--- src/rtl/rctm_pkg.sv ---
`default_nettype none
package rctm_pkg;
  // avalon byte address, one 32-bit word per register
  localparam int unsigned ADDR_W = 10;
  localparam int unsigned DATA_W = 32;
  localparam int unsigned IDX_W = 8;
  // register indices; byte address is four times the index
  localparam logic [IDX_W-1:0] IDX_HD_ADMIT = 8'h82;
  localparam logic [IDX_W-1:0] IDX_LN_CLEAR = 8'h83;
  localparam logic [IDX_W-1:0] IDX_IRQ_STAT = 8'h84;
  localparam logic [IDX_W-1:0] IDX_IRQ_MASK = 8'h85;
  localparam logic [IDX_W-1:0] IDX_STATUS = 8'h86;
  // field positions and byte lanes
  localparam int unsigned HD_ACCEPT_BIT = 7;
  localparam int unsigned HD_ACCEPT_LANE = 0;
  localparam int unsigned LN_CLEAR_BIT = 15;
  localparam int unsigned LN_CLEAR_LANE = 1;
  localparam int unsigned EV_LANE = 0;
  // reset values
  localparam logic HD_ACCEPT_RST = 1'b0;
  localparam logic LN_CLEAR_RST = 1'b0;
  // interrupt event bits (status and mask share the layout)
  localparam int unsigned EV_W = 4;
  localparam int unsigned EV_REF_LOST = 0;
  localparam int unsigned EV_REF_FOUND = 1;
  localparam int unsigned EV_LN_CLEAR = 2;
  localparam int unsigned EV_TEST_MODE = 3;
  localparam logic [EV_W-1:0] EV_NONE = 4'h0;
  // read-only state word
  localparam int unsigned ST_REF_LOST = 0;
  localparam int unsigned ST_REF_OK = 1;
  localparam int unsigned ST_TEST_MODE = 2;
  // host port pins and their test-mode functions
  localparam int unsigned HOST_PIN_W = 4;
  localparam int unsigned PIN_TCK = 0;
  localparam int unsigned PIN_TDI = 1;
  localparam int unsigned PIN_TDO = 2;
  localparam int unsigned PIN_TMS = 3;
  localparam logic [HOST_PIN_W-1:0] TDO_OE_MASK = 4'h4;
  // bus answer states
  typedef enum logic [1:0] {
    RCTM_BUS_IDLE = 2'b01,
    RCTM_BUS_ANSWER = 2'b10
  } rctm_bus_state_t;

  // word index from a byte address
  function automatic logic [IDX_W-1:0] rctm_word_index(input logic [ADDR_W-1:0] a);
    return a[ADDR_W-1:2];
  endfunction
endpackage
`default_nettype wire

--- src/rtl/rctm_sync_if.sv ---
`default_nettype none
interface rctm_sync_if;
  logic raw;
  logic stable;
  modport sync_side(input raw, output stable);
  modport user_side(output raw, input stable);
endinterface
`default_nettype wire

--- src/rtl/rctm_sync.sv ---
`default_nettype none
module rctm_sync #(
  parameter logic RST_VAL = 1'b0
) (
  // clock and reset
  input wire logic clk_sys_i,
  input wire logic rst_i,
  // pin in, filtered level out
  rctm_sync_if.sync_side sif
);
  logic ff1_r, ff2_r, ff3_r, stable_r;
  logic stable_nxt;

  // a change counts only once the second and third stages agree
  always_comb begin
    stable_nxt = (ff2_r == ff3_r) ? ff3_r : stable_r;
  end

  // first stage feeds only the second: no logic reads a metastable value
  always_ff @(posedge clk_sys_i or posedge rst_i) begin
    if (rst_i) begin
      ff1_r <= RST_VAL;
      ff2_r <= RST_VAL;
      ff3_r <= RST_VAL;
      stable_r <= RST_VAL;
    end else begin
      ff1_r <= sif.raw;
      ff2_r <= ff1_r;
      ff3_r <= ff2_r;
      stable_r <= stable_nxt;
    end
  end

  assign sif.stable = stable_r;
endmodule
`default_nettype wire

--- src/rtl/rctm_top.sv ---
// Added by the designer: register access over Avalon-MM.
`default_nettype none
module rctm_top (
  // clock and reset
  input wire logic clk_sys_i,
  input wire logic rst_i,
  // avalon-mm slave
  input wire logic [rctm_pkg::ADDR_W-1:0] avs_address_i,
  input wire logic avs_read_i,
  input wire logic avs_write_i,
  input wire logic [rctm_pkg::DATA_W-1:0] avs_writedata_i,
  input wire logic [3:0] avs_byteenable_i,
  output logic [rctm_pkg::DATA_W-1:0] avs_readdata_o,
  output logic avs_waitrequest_o,
  output logic irq_o,
  // reference detector, same clock
  input wire logic ref_present_i,
  input wire logic ref_format_known_i,
  input wire logic ref_is_hd_i,
  input wire logic ref_hd_enabled_i,
  output logic ref_recognised_o,
  output logic ref_lost_o,
  // line counter clear towards the timing generator
  output logic line_counter_reset_o,
  // device pins
  input wire logic test_select_i,
  input wire logic reset_pin_n_i,
  input wire logic [rctm_pkg::HOST_PIN_W-1:0] host_pin_i,
  output logic [rctm_pkg::HOST_PIN_W-1:0] host_pin_o,
  output logic [rctm_pkg::HOST_PIN_W-1:0] host_pin_oe_o,
  // host interface logic behind the pins
  input wire logic [rctm_pkg::HOST_PIN_W-1:0] host_out_i,
  input wire logic [rctm_pkg::HOST_PIN_W-1:0] host_oe_i,
  output logic [rctm_pkg::HOST_PIN_W-1:0] host_in_o,
  // boundary-scan tap
  input wire logic tap_tdo_i,
  output logic tap_enable_o,
  output logic test_clock_pin_o,
  output logic tap_tdi_o,
  output logic tap_tms_o,
  output logic tap_trst_n_o
);
  rctm_sync_if sel_if ();
  rctm_sync_if rpin_if ();
  logic test_mode, rpin_n, soft_rst;
  logic wr_go, rd_take;
  logic [rctm_pkg::IDX_W-1:0] idx;
  rctm_pkg::rctm_bus_state_t state_r, state_nxt;
  logic [rctm_pkg::DATA_W-1:0] rdata_r, rdata_nxt;
  logic hd_accept_r, hd_accept_nxt;
  logic ln_bit_r, ln_bit_nxt, ln_prev_r, ln_prev_nxt, ln_pulse_r, ln_pulse_nxt;
  logic ref_ok_r, ref_ok_nxt, ref_lost_r, ref_lost_nxt, test_d_r, test_d_nxt;
  logic [rctm_pkg::EV_W-1:0] stat_r, stat_nxt, mask_r, mask_nxt, ev, w1c;

  // test select and reset pins are filtered before use
  assign sel_if.raw = test_select_i;
  assign rpin_if.raw = reset_pin_n_i;

  rctm_sync #(.RST_VAL(1'b0)) u_sel_sync (
    .clk_sys_i(clk_sys_i),
    .rst_i(rst_i),
    .sif(sel_if.sync_side)
  );

  rctm_sync #(.RST_VAL(1'b1)) u_rpin_sync (
    .clk_sys_i(clk_sys_i),
    .rst_i(rst_i),
    .sif(rpin_if.sync_side)
  );

  assign test_mode = sel_if.stable;
  assign rpin_n = rpin_if.stable;
  // pin reset defaults
  // in test mode the pin belongs to the tap, so it must not wipe registers
  assign soft_rst = !test_mode && !rpin_n;

  // bus handshake: one wait state, write lands when waitrequest is low
  assign idx = rctm_pkg::rctm_word_index(avs_address_i);
  assign avs_waitrequest_o = (avs_read_i || avs_write_i) && (state_r != rctm_pkg::RCTM_BUS_ANSWER);
  assign wr_go = avs_write_i && (state_r == rctm_pkg::RCTM_BUS_ANSWER);
  assign rd_take = avs_read_i && (state_r == rctm_pkg::RCTM_BUS_IDLE);
  assign avs_readdata_o = rdata_r;

  // bus state and read data next values
  always_comb begin
    state_nxt = state_r;
    rdata_nxt = rdata_r;
    case (state_r)
      rctm_pkg::RCTM_BUS_IDLE: begin
        if (avs_read_i || avs_write_i) begin
          state_nxt = rctm_pkg::RCTM_BUS_ANSWER;
        end
        if (rd_take) begin
          rdata_nxt = '0;
          case (idx)
            rctm_pkg::IDX_HD_ADMIT: rdata_nxt[rctm_pkg::HD_ACCEPT_BIT] = hd_accept_r;
            rctm_pkg::IDX_LN_CLEAR: rdata_nxt[rctm_pkg::LN_CLEAR_BIT] = ln_bit_r;
            rctm_pkg::IDX_IRQ_STAT: rdata_nxt[rctm_pkg::EV_W-1:0] = stat_r;
            rctm_pkg::IDX_IRQ_MASK: rdata_nxt[rctm_pkg::EV_W-1:0] = mask_r;
            rctm_pkg::IDX_STATUS: begin
              rdata_nxt[rctm_pkg::ST_REF_LOST] = ref_lost_r;
              rdata_nxt[rctm_pkg::ST_REF_OK] = ref_ok_r;
              rdata_nxt[rctm_pkg::ST_TEST_MODE] = test_mode;
            end
            default: rdata_nxt = '0; // unmapped reads zero
          endcase
        end
      end
      rctm_pkg::RCTM_BUS_ANSWER: state_nxt = rctm_pkg::RCTM_BUS_IDLE;
      default: state_nxt = rctm_pkg::RCTM_BUS_IDLE;
    endcase
  end

  always_ff @(posedge clk_sys_i or posedge rst_i) begin
    if (rst_i) begin
      state_r <= rctm_pkg::RCTM_BUS_IDLE;
      rdata_r <= '0;
    end else begin
      state_r <= state_nxt;
      rdata_r <= rdata_nxt;
    end
  end

  // control registers; reserved bits are simply not stored
  always_comb begin
    hd_accept_nxt = hd_accept_r;
    ln_bit_nxt = ln_bit_r;
    mask_nxt = mask_r;
    w1c = rctm_pkg::EV_NONE;
    if (wr_go && idx == rctm_pkg::IDX_HD_ADMIT && avs_byteenable_i[rctm_pkg::HD_ACCEPT_LANE]) begin
      hd_accept_nxt = avs_writedata_i[rctm_pkg::HD_ACCEPT_BIT];
    end
    if (wr_go && idx == rctm_pkg::IDX_LN_CLEAR && avs_byteenable_i[rctm_pkg::LN_CLEAR_LANE]) begin
      ln_bit_nxt = avs_writedata_i[rctm_pkg::LN_CLEAR_BIT];
    end
    if (wr_go && idx == rctm_pkg::IDX_IRQ_MASK && avs_byteenable_i[rctm_pkg::EV_LANE]) begin
      mask_nxt = avs_writedata_i[rctm_pkg::EV_W-1:0];
    end
    if (wr_go && idx == rctm_pkg::IDX_IRQ_STAT && avs_byteenable_i[rctm_pkg::EV_LANE]) begin
      w1c = avs_writedata_i[rctm_pkg::EV_W-1:0];
    end
    if (soft_rst) begin
      hd_accept_nxt = rctm_pkg::HD_ACCEPT_RST;
      ln_bit_nxt = rctm_pkg::LN_CLEAR_RST;
      mask_nxt = rctm_pkg::EV_NONE;
      w1c = '1;
    end
  end

  // reference qualification and counter clear pulse
  always_comb begin
    ref_ok_nxt = ref_present_i && ref_format_known_i &&
                 (!ref_is_hd_i || (hd_accept_r && ref_hd_enabled_i));
    ref_lost_nxt = hd_accept_r ? !ref_present_i : !ref_ok_nxt;
    ln_pulse_nxt = ln_bit_r ^ ln_prev_r;
    ln_prev_nxt = ln_bit_r;
    test_d_nxt = test_mode;
  end

  // interrupt status: an event in the clearing cycle survives
  always_comb begin
    ev = rctm_pkg::EV_NONE;
    ev[rctm_pkg::EV_REF_LOST] = ref_lost_nxt && !ref_lost_r;
    ev[rctm_pkg::EV_REF_FOUND] = ref_ok_nxt && !ref_ok_r;
    ev[rctm_pkg::EV_LN_CLEAR] = ln_pulse_nxt;
    ev[rctm_pkg::EV_TEST_MODE] = test_mode != test_d_r;
    stat_nxt = (stat_r & ~w1c) | ev;
  end

  always_ff @(posedge clk_sys_i or posedge rst_i) begin
    if (rst_i) begin
      hd_accept_r <= rctm_pkg::HD_ACCEPT_RST;
      ln_bit_r <= rctm_pkg::LN_CLEAR_RST;
      ln_prev_r <= rctm_pkg::LN_CLEAR_RST;
      ln_pulse_r <= 1'b0;
      ref_ok_r <= 1'b0;
      ref_lost_r <= 1'b1;
      test_d_r <= 1'b0;
      mask_r <= rctm_pkg::EV_NONE;
      stat_r <= rctm_pkg::EV_NONE;
    end else begin
      hd_accept_r <= hd_accept_nxt;
      ln_bit_r <= ln_bit_nxt;
      ln_prev_r <= ln_prev_nxt;
      ln_pulse_r <= ln_pulse_nxt;
      ref_ok_r <= ref_ok_nxt;
      ref_lost_r <= ref_lost_nxt;
      test_d_r <= test_d_nxt;
      mask_r <= mask_nxt;
      stat_r <= stat_nxt;
    end
  end

  assign ref_recognised_o = ref_ok_r;
  assign ref_lost_o = ref_lost_r;
  assign line_counter_reset_o = ln_pulse_r;
  assign irq_o = |(stat_r & mask_r);

  // pin mux: combinational only, the tap samples on its own clock
  always_comb begin
    host_pin_o = host_out_i;
    host_pin_oe_o = host_oe_i;
    host_in_o = host_pin_i;
    if (test_mode) begin
      host_pin_o = '0;
      host_pin_o[rctm_pkg::PIN_TDO] = tap_tdo_i;
      host_pin_oe_o = rctm_pkg::TDO_OE_MASK;
      host_in_o = '0;
    end
  end

  assign tap_enable_o = test_mode;
  assign test_clock_pin_o = test_mode && host_pin_i[rctm_pkg::PIN_TCK];
  assign tap_tdi_o = test_mode && host_pin_i[rctm_pkg::PIN_TDI];
  assign tap_tms_o = test_mode && host_pin_i[rctm_pkg::PIN_TMS];
  assign tap_trst_n_o = test_mode && rpin_n;
endmodule
`default_nettype wire

--- config.mk ---
export PLATFORM = sky130hd
export DESIGN_NAME = rctm_top
export DESIGN_NICKNAME = d
export VERILOG_FILES = /design/src/rtl/rctm_pkg.sv /design/src/rtl/rctm_sync_if.sv /design/src/rtl/rctm_sync.sv /design/src/rtl/rctm_top.sv
export SDC_FILE = /design/constraint.sdc
export NUM_CORES = 1
export LEC_CHECK = 0
export BUFFER_PORTS_ARGS = -buffer_cell sky130_fd_sc_hd__buf_2
export CAP_MARGIN = 10
export CORE_MARGIN = 8
export CORE_UTILIZATION = 41
export DETAILED_ROUTE_END_ITERATION = 6
export PLACE_DENSITY = 0.8
export SLEW_MARGIN = 30
export SYNTH_ARGS = -nofsm -noshare
export SYNTH_HDL_FRONTEND = slang
export SYNTH_SLANG_ARGS = --single-unit
--- constraint.sdc ---
create_clock -name clk_sys_i -period 1.9 [get_ports clk_sys_i]
set_input_delay 0.38 -clock clk_sys_i [delete_from_list [all_inputs] [get_ports clk_sys_i]]
set_output_delay 0.38 -clock clk_sys_i [all_outputs]
set_load 0.005 [all_outputs]
## After elaboration in Yosys (flattened, before gate mapping)

Index checks and enable logic that the tools add are counted.

- Bits of input ports: 69
- Register bits after elaboration: 31
- Word-level logic and storage cells: 89

- Bitwise logic cells: 5
- Eq/ne operators: 12
- Muxes and demuxes: 18
- Reductions and logical operators: 35

Operators with widths:

| operator | number |
|---|---|
| $eq A8 B8 Y1 const B | 5 |
| $mux W4 | 7 |
| $logic_and A1 B1 Y1 | 21 |
| $pmux W3 S3 | 1 |
| $and A4 B4 Y4 | 2 |
| $logic_not A1 Y1 | 7 |
| $mux W1 | 7 |
| $reduce_bool A2 Y1 | 3 |
| $mux W2 | 2 |
| $not A4 Y4 | 1 |
| $or A4 B4 Y4 | 1 |
| $reduce_or A4 Y1 | 1 |
| $eq A1 B1 Y1 | 2 |
| $eq A2 B1 Y1 const B | 1 |
| $eq A2 B2 Y1 const B | 1 |
| $logic_or A1 B1 Y1 | 2 |
| $ne A2 B1 Y1 const B | 1 |
| $ne A2 B2 Y1 const B | 1 |
| $pmux W1 S2 | 1 |
| $reduce_and A2 Y1 | 1 |
| $ne A1 B1 Y1 | 1 |
| $xor A1 B1 Y1 | 1 |

## Depth between registers and ports, before layout

Gate-level depths: netlist of the first run.

- Word-level depth: 9
- Gate-level depth with buffers: 5
- Gate-level depth less buffers: 3

## Hierarchy

From an unflattened synthesis of the first run, not the netlist that was laid out.

- Cells, all modules: 167
- Area, all modules: 1696.6 µm²

By module, submodules not included:

| module | instances | cells each | area an instance (µm²) |
|---|---|---|---|
| rctm_top | 1 | 155 | 1461.4 |
| rctm_sync (u_rpin_sync) | 1 | 6 | 120.1 |
| rctm_sync (u_sel_sync) | 1 | 6 | 115.1 |

## Worst setup path after synthesis of the first run

Ideal clock, no wire load.

- Kind: in2reg
- From: input avs_address_i[2] (netlist bit)
- To: register hd_accept_r
- Setup slack: 0.464 ns
- Arrival time: 1.357 ns
- Library setup time: 0.079 ns
- Stages on the path: 4
- Cells stage by stage: buf_6 > or4b_1 > nor3_2 > mux2i_1

- Longest elaborated chain between the ends: 4

RTL lines:

| element | RTL line | text |
|---|---|---|
| start: declaration | rctm_top.sv:8 | `input wire logic [rctm_pkg::ADDR_W-1:0] avs_address_i,` |
| $eq A8 B8 Y1 | rctm_top.sv:130 | `if (wr_go && idx == rctm_pkg::IDX_HD_ADMIT && avs_byteenable_i[rctm_pkg::HD_ACCEPT_LANE]) begin` |
| $logic_and A1 B1 Y1 (2 in a row) | rctm_top.sv:130 |  |
| $reduce_bool A2 Y1 (no source line) | -- |  |
| end signal: assignment | rctm_top.sv:172 | `hd_accept_r <= rctm_pkg::HD_ACCEPT_RST;` |
| end signal: assignment | rctm_top.sv:182 | `hd_accept_r <= hd_accept_nxt;` |
| end: declaration | rctm_top.sv:50 | `logic hd_accept_r, hd_accept_nxt;` |

Every way passes these cells.
A chain may end at the register's enable or synchronous reset.

## Worst setup path in the final report of the first run

- From: register u_sel_sync.stable_r, in the netlist u_sel_sync.sif.stable
- To: output host_pin_o[2] (netlist bit)

- Longest elaborated chain between the ends: 1

RTL lines:

| element | RTL line | text |
|---|---|---|
| start: declaration | rctm_sync.sv:11 | `logic ff1_r, ff2_r, ff3_r, stable_r;` |
| start signal: assignment | rctm_sync.sv:30 | `stable_r <= stable_nxt;` |
| $mux W4 | rctm_top.sv:204 | `if (test_mode) begin` |
| end: declaration | rctm_top.sv:29 | `output logic [rctm_pkg::HOST_PIN_W-1:0] host_pin_o,` |

Every way passes these cells.

==> results_dict.tcl, run 1 <==
set metrics [dict create \
    fin_worst_skew_ps 6.18 \
    yosys_warnings 0 \
    dr.pass1.iters 4 \
    die_area_mm2 0.00658 \
    pin_count 123 \
    clk_pin_slew_ps 70 \
    crit_type "reg -> out" \
    remaining_drc_errors 0 \
    wl_mm 4.13 \
    period_needed_ps 1800 \
    p_per_area_mw_per_mm2 851 \
    rsz0062_at_grt "false" \
    grt_use_total_pct 12.6 \
    rows 23 \
    start_util_pct 43.1 \
    synthAdderAreaFrac_pct 1.15 \
    routedWlPerCell_um 14.3 \
    drtAntennaViolNets 0 \
    setup_tns_ps 0 \
    end_kind "primary output" \
    cts_root_buf "clkbuf_8" \
    fin_area_mm2 0.00216 \
    gp_congestion 0.794 \
    antenna_found_initial 0 \
    fp.dieW_um 81.1 \
    synth_top_family_by_area "simple AND/OR/NAND/NOR gates" \
    diodes 0 \
    synth.area.mux_share_pct 7.70 \
    grt_pass1_vias 1426 \
    peakVddDrop_uv 485 \
    insertion_delay_ps 280 \
    r2r_end "mask_r[1]" \
    clock_path_buffers 2 \
    post-route-period-util_pct 94.5 \
    post_route_cells_drive_above_1_share_pct 38.2 \
    arrival_ps 1420 \
    cp-start-kind "register" \
    dpl_cell_area_mm2 0.00202 \
    synth.distinct_cells 44 \
    cts_tree "built" \
    yosys.area_share.simple_pct 23.0 \
    crit_path_max_fanout 15 \
    overflow 0 \
    required_ps 1520 \
    yosys_register_bits 31 \
    final_max_slew_viol_count 0 \
    nFillCells 366 \
    hp-class "in -> async" \
    holdBufCountCts 0 \
    ff2ff_setup_slack_ps 350 \
    vias_per_cell 4.66 \
    final_nets 306 \
    die_y_um 81.1 \
    fmax_ghz 0.557 \
    avgSynthCellArea_um2 10.4 \
    num_vias 1341 \
    status "finished, final reports clean" \
    ff2ff_path_depth 3 \
    htreeDepth 2 \
    final_hold_viol_count 0 \
    place_hpwl_mm 3.39 \
    syn-cell-area_mm2 0.00174 \
    endpoint "host_pin_o[2]" \
    clock-sinks 31 \
    cts_setup_buffers 0 \
    cts_buffers 5 \
    cp-startpoint "u_sel_sync.sif.stable" \
    maxCapViolCount 0 \
    coreArea_mm2 0.00403 \
    synth_seq_area_share_pct 45.1 \
    drtIter0Drc 69 \
    cts_resized 0 \
    grt_pass1_wl_mm 6.47 \
    setup_viol 0 \
    portBuffers 66 \
    grt_max_degree 32 \
    syn_inst 167 \
    area_delta_synth_final_pct 24.1 \
    synth_compound_gate_area_share_pct 7.27 \
    synthXorXnorAreaFrac_pct 1.01 \
    r2r-start "state_r[0]" \
    p_leak_nw 1.11 \
]
## worst min path at each step
stage,slack (ps),startpoint,to
after global placement,330,u_sel_sync.ff1_r,u_sel_sync.ff2_r
after detailed placement,340,u_sel_sync.ff1_r,u_sel_sync.ff2_r
final,180,rst_i,u_sel_sync.ff3_r
after global routing,180,reset_pin_n_i,u_rpin_sync.ff1_r
after floorplan,330,u_sel_sync.ff1_r,u_sel_sync.ff2_r
after CTS,180,reset_pin_n_i,u_rpin_sync.ff1_r
## Yosys cell counts (all sizes together)
library cell / number / share of area (%)
a21o: 1 / 0.43
a211o: 1 / 0.50
a22oi: 2 / 0.86
o211ai: 1 / 0.43
o2bb2ai: 1 / 0.50
and2: 4 / 1.4
mux2: 3 / 1.9
nand4b: 2 / 1.0
or4: 1 / 0.43
nand3b: 2 / 1.6
a2bb2oi: 3 / 1.5
nor4: 4 / 2.7
o22ai: 1 / 0.36
maj3: 2 / 1.2
a31oi: 1 / 0.36
xor2: 2 / 1.0
or3: 1 / 0.65
nor2: 1 / 0.22
nand2: 20 / 4.3
buf: 28 / 12
inv: 8 / 1.7
mux2i: 10 / 5.8
nand2b: 1 / 0.36
nand4bb: 2 / 1.6
conb: 1 / 0.22
nor3: 5 / 2.0
or2: 2 / 0.72
clkbuf: 3 / 0.65
a21oi: 4 / 1.2
or4b: 2 / 1.4
nor2b: 13 / 4.7
dfrtp: 25 / 36
dfstp: 6 / 9.1
o21ai: 4 / 1.2
## cell usage in the layout (no fill, tap or decap), types with 2 or more instances in the layout
master	n
a21oi_1	4
conb_1	26
nor3_1	3
nor4_1	2
inv_1	8
a22oi_1	2
bufinv_16	2
dfrtp_1	25
buf_2	66
maj3_1	2
nor3_2	2
mux2i_1	10
a2bb2oi_1	3
nand2_1	20
dfstp_2	6
o21ai_1	3
and2_1	4
xor2_1	2
clkbuf_8	5
buf_4	3
nand4b_1	2
mux2_1	3
nor2b_1	13
## metal layers
layer,part of all wire [%],vias up,track usage [%]
met5,0,-,0
met4,2.9,0,7.86
met3,9.2,9,3.42
met2,50,55,20.9
met1,38,623,14.0
li1,-,654,-
## registers in the layout, indices dropped and copies added (netlist names), 2 cells and up
name	count
avs_readdata_o	6
mask_r	4
stat_r	4
state_r	2
## worst max-delay path, stage by stage, from the launching register on
cell,delay (ps)
dfrtp_1,640
mux2_1,360
buf_2,130
## kinds of logic (layout without fill, tap and decap cells)
group,Yosys count,in the layout
compound gates,19,19
mux,13,13
xor+xnor,2,2
flops,31,31
simple gates,60,60
buf+inv,39,85
other cells,1,26
fa+ha+maj,2,2
## per-stage QoR
stage | utilization (%) | hold WS, ps | instances | setup WS (ps) | power, W
4_1_cts | 53.5 | 185 | 288 | 88.2 | 0.00185
2_1_floorplan | - | 331 | 192 | 464 | 0.000994
5_1_grt | 53.5 | 178 | 288 | 21.8 | 0.00193
3_3_place_gp | 50.2 | 333 | 280 | 253 | 0.00107
6_report | 53.5 | 180 | 288 | 104 | 0.00183
3_5_place_dp | 50.2 | 337 | 280 | 169 | 0.00108
## where the power goes
| part | switching (W) | leakage (nW) | internal (W) |
|---|---|---|---|
| registers | 0.0000533 | 0.391 | 0.000720 |
| logic | 0.000150 | 0.650 | 0.000141 |
| clock network | 0.000246 | 0.0654 | 0.000524 |
## area by class of cell
cell class	instances	area, um^2	area share (%)
Clock inverter	2	60.1	2.78
Tap cell	50	62.6	2.90
Clock buffer	6	72.6	3.36
Timing Repair Buffer	69	353	16.4
Inverter	8	30.0	1.39
Sequential cell	31	783	36.3
Multi-Input combinational cell	122	796	36.9
(Power assumes the default switching activity.)
==> run 2: changes to the inputs <==
--- a/config.mk
+++ b/config.mk
@@ -8,9 +8,10 @@
 export BUFFER_PORTS_ARGS = -buffer_cell sky130_fd_sc_hd__buf_2
 export CAP_MARGIN = 10
 export CORE_MARGIN = 8
-export CORE_UTILIZATION = 41
+export CORE_UTILIZATION = 25
+export CTS_BUF_LIST = sky130_fd_sc_hd__clkbuf_8 sky130_fd_sc_hd__clkbuf_16
 export DETAILED_ROUTE_END_ITERATION = 6
-export PLACE_DENSITY = 0.8
+export PLACE_DENSITY = 0.56
 export SLEW_MARGIN = 30
 export SYNTH_ARGS = -nofsm -noshare
 export SYNTH_HDL_FRONTEND = slang
==> run 2 against run 1 <==
Maximum frequency grew 6.2%. First-iteration DRC count fell by 17%. Clock power is 37% lower. Clock-buffer cell count fell by 1. Sequential power about the same. Power decreased by 16%. Worst setup slack gained 100 ps. Non-clock buffer count did not move.
==> results_dict.tcl, run 2 (same netlist as run 1, synthesis figures left out) <==
set metrics [dict create \
    grt_pass1_wl_mm 6.67 \
    period_needed_ps 1690 \
    rows 30 \
    fmax_ghz 0.591 \
    drtIter0Drc 57 \
    die_area_mm2 0.00988 \
    start_util_pct 25.7 \
    hp-class "in -> async" \
    cts_root_buf "clkbuf_8" \
    post_route_cells_drive_above_1_share_pct 38.7 \
    dr_wl_met3_um 446 \
    final_max_slew_viol_count 0 \
    setup_tns_ps 0 \
    crit_type "reg -> out" \
    cts_setup_buffers 0 \
    cts_buffers 5 \
    dr.pass1.iters 4 \
    insertion_delay_ps 280 \
    largest_reg_flops 6 \
    fin_worst_skew_ps 6.37 \
    mostFrequentLayoutCells "buf_2 (66), conb_1 (26), dfrtp_1 (24), nand2_1 (20), nor2b_1 (13)" \
    seq_area_um2 785 \
    wl_met1_mm 1.68 \
    fp.dieW_um 99.4 \
    die_y_um 99.4 \
    grt_use_total_pct 8.37 \
    grt_max_degree 32 \
    cts_resized 0 \
    routedWlPerCell_um 12.8 \
    status "finished, final reports clean" \
    clock-sinks 31 \
    p_per_area_mw_per_mm2 721 \
    portBuffers 66 \
    nFillCells 722 \
    layout_commonest_cell "buf_2" \
    arrival_ps 1310 \
    grt_pass1_vias 1331 \
    rsz0062_at_grt "false" \
    drtAntennaViolNets 0 \
    total_power_w 0.00155 \
    htreeDepth 2 \
    multiInputGateArea_um2 796 \
    dpl_cell_area_mm2 0.00206 \
    holdBufCountCts 0 \
    routed-wl-met2_mm 1.90 \
    num_vias 1315 \
    final_nets 306 \
    fin_area_mm2 0.00215 \
    clk_pin_slew_ps 70 \
    pin_count 123 \
    dp_slack_ps 188 \
    place_hpwl_mm 3.38 \
    antenna_found_initial 0 \
    cts_tree "built" \
    end_kind "primary output" \
    layout_setup_ws_ps 209 \
    wl_mm 4.08 \
    coreArea_mm2 0.00676 \
    gp_congestion 0.728 \
    setup_viol 0 \
    peakVddDrop_uv 316 \
    final_hold_viol_count 0 \
    diodes 0 \
    clock_path_buffers 2 \
    maxCapViolCount 0 \
    post-route-period-util_pct 89.0 \
    vias_per_cell 4.14 \
    area_delta_synth_final_pct 23.6 \
    overflow 0 \
    required_ps 1520 \
    top_layer "met4" \
    cp-start-kind "register" \
    crit_path_max_fanout 16 \
    p_leak_nw 1.09 \
    remaining_drc_errors 0 \
]
## run 2: critical path, cell delays in order (launching register included)
cell,delay (ps)
dfrtp_2,540
mux2_1,360
buf_2,130
## run 2: final timing paths
check / from / end / slack (ps) / cells after the start
min: rst_i / u_sel_sync.sif.stable / 160 / 3
max reg2reg: state_r[0] / mask_r[1] / 420 / 3
max: u_sel_sync.sif.stable / host_pin_o[2] / 210 / 2
min reg2reg: u_sel_sync.ff1_r / u_sel_sync.ff2_r / 350 / 0
min in group clk_sys_i: reset_pin_n_i / u_rpin_sync.ff1_r / 190 / 1
max in group asynchronous: rst_i / state_r[0] / 1420 / 3
## run 2: per-stage QoR
step           std cells  util, %  hold slack (ps)
6_report             318     31.8              161
5_1_grt              318     31.8              169
4_1_cts              318     31.8              170
3_5_place_dp         310     30.5              337
3_3_place_gp         310     30.5              332
2_1_floorplan        192        -              331
## run 2: report_power, final
| part | internal [W] | switching (W) | total [W] | leakage [nW] |
|---|---|---|---|---|
| Combinational | 0.000141 | 0.000147 | 0.000288 | 0.650 |
| Sequential | 0.000721 | 0.0000532 | 0.000774 | 0.390 |
| Clock | 0.000250 | 0.000238 | 0.000487 | 0.0453 |
## run 2: cell type report
type,instances,area share (%)
multi-input combinational,122,37.0
sequential,31,36.5
timing repair buffer,69,16.4
tap,80,4.66
clock buffer,5,3.20
inverter,8,1.40
clock inverter,3,0.757
## run 2: metal layers
layer | vias to the layer above | GRT usage (%)
met2 | 56 | 13.3
li1 | 651 | -
met3 | 6 | 3.98
met1 | 602 | 9.62
met5 | - | 0
met4 | 0 | 2.79
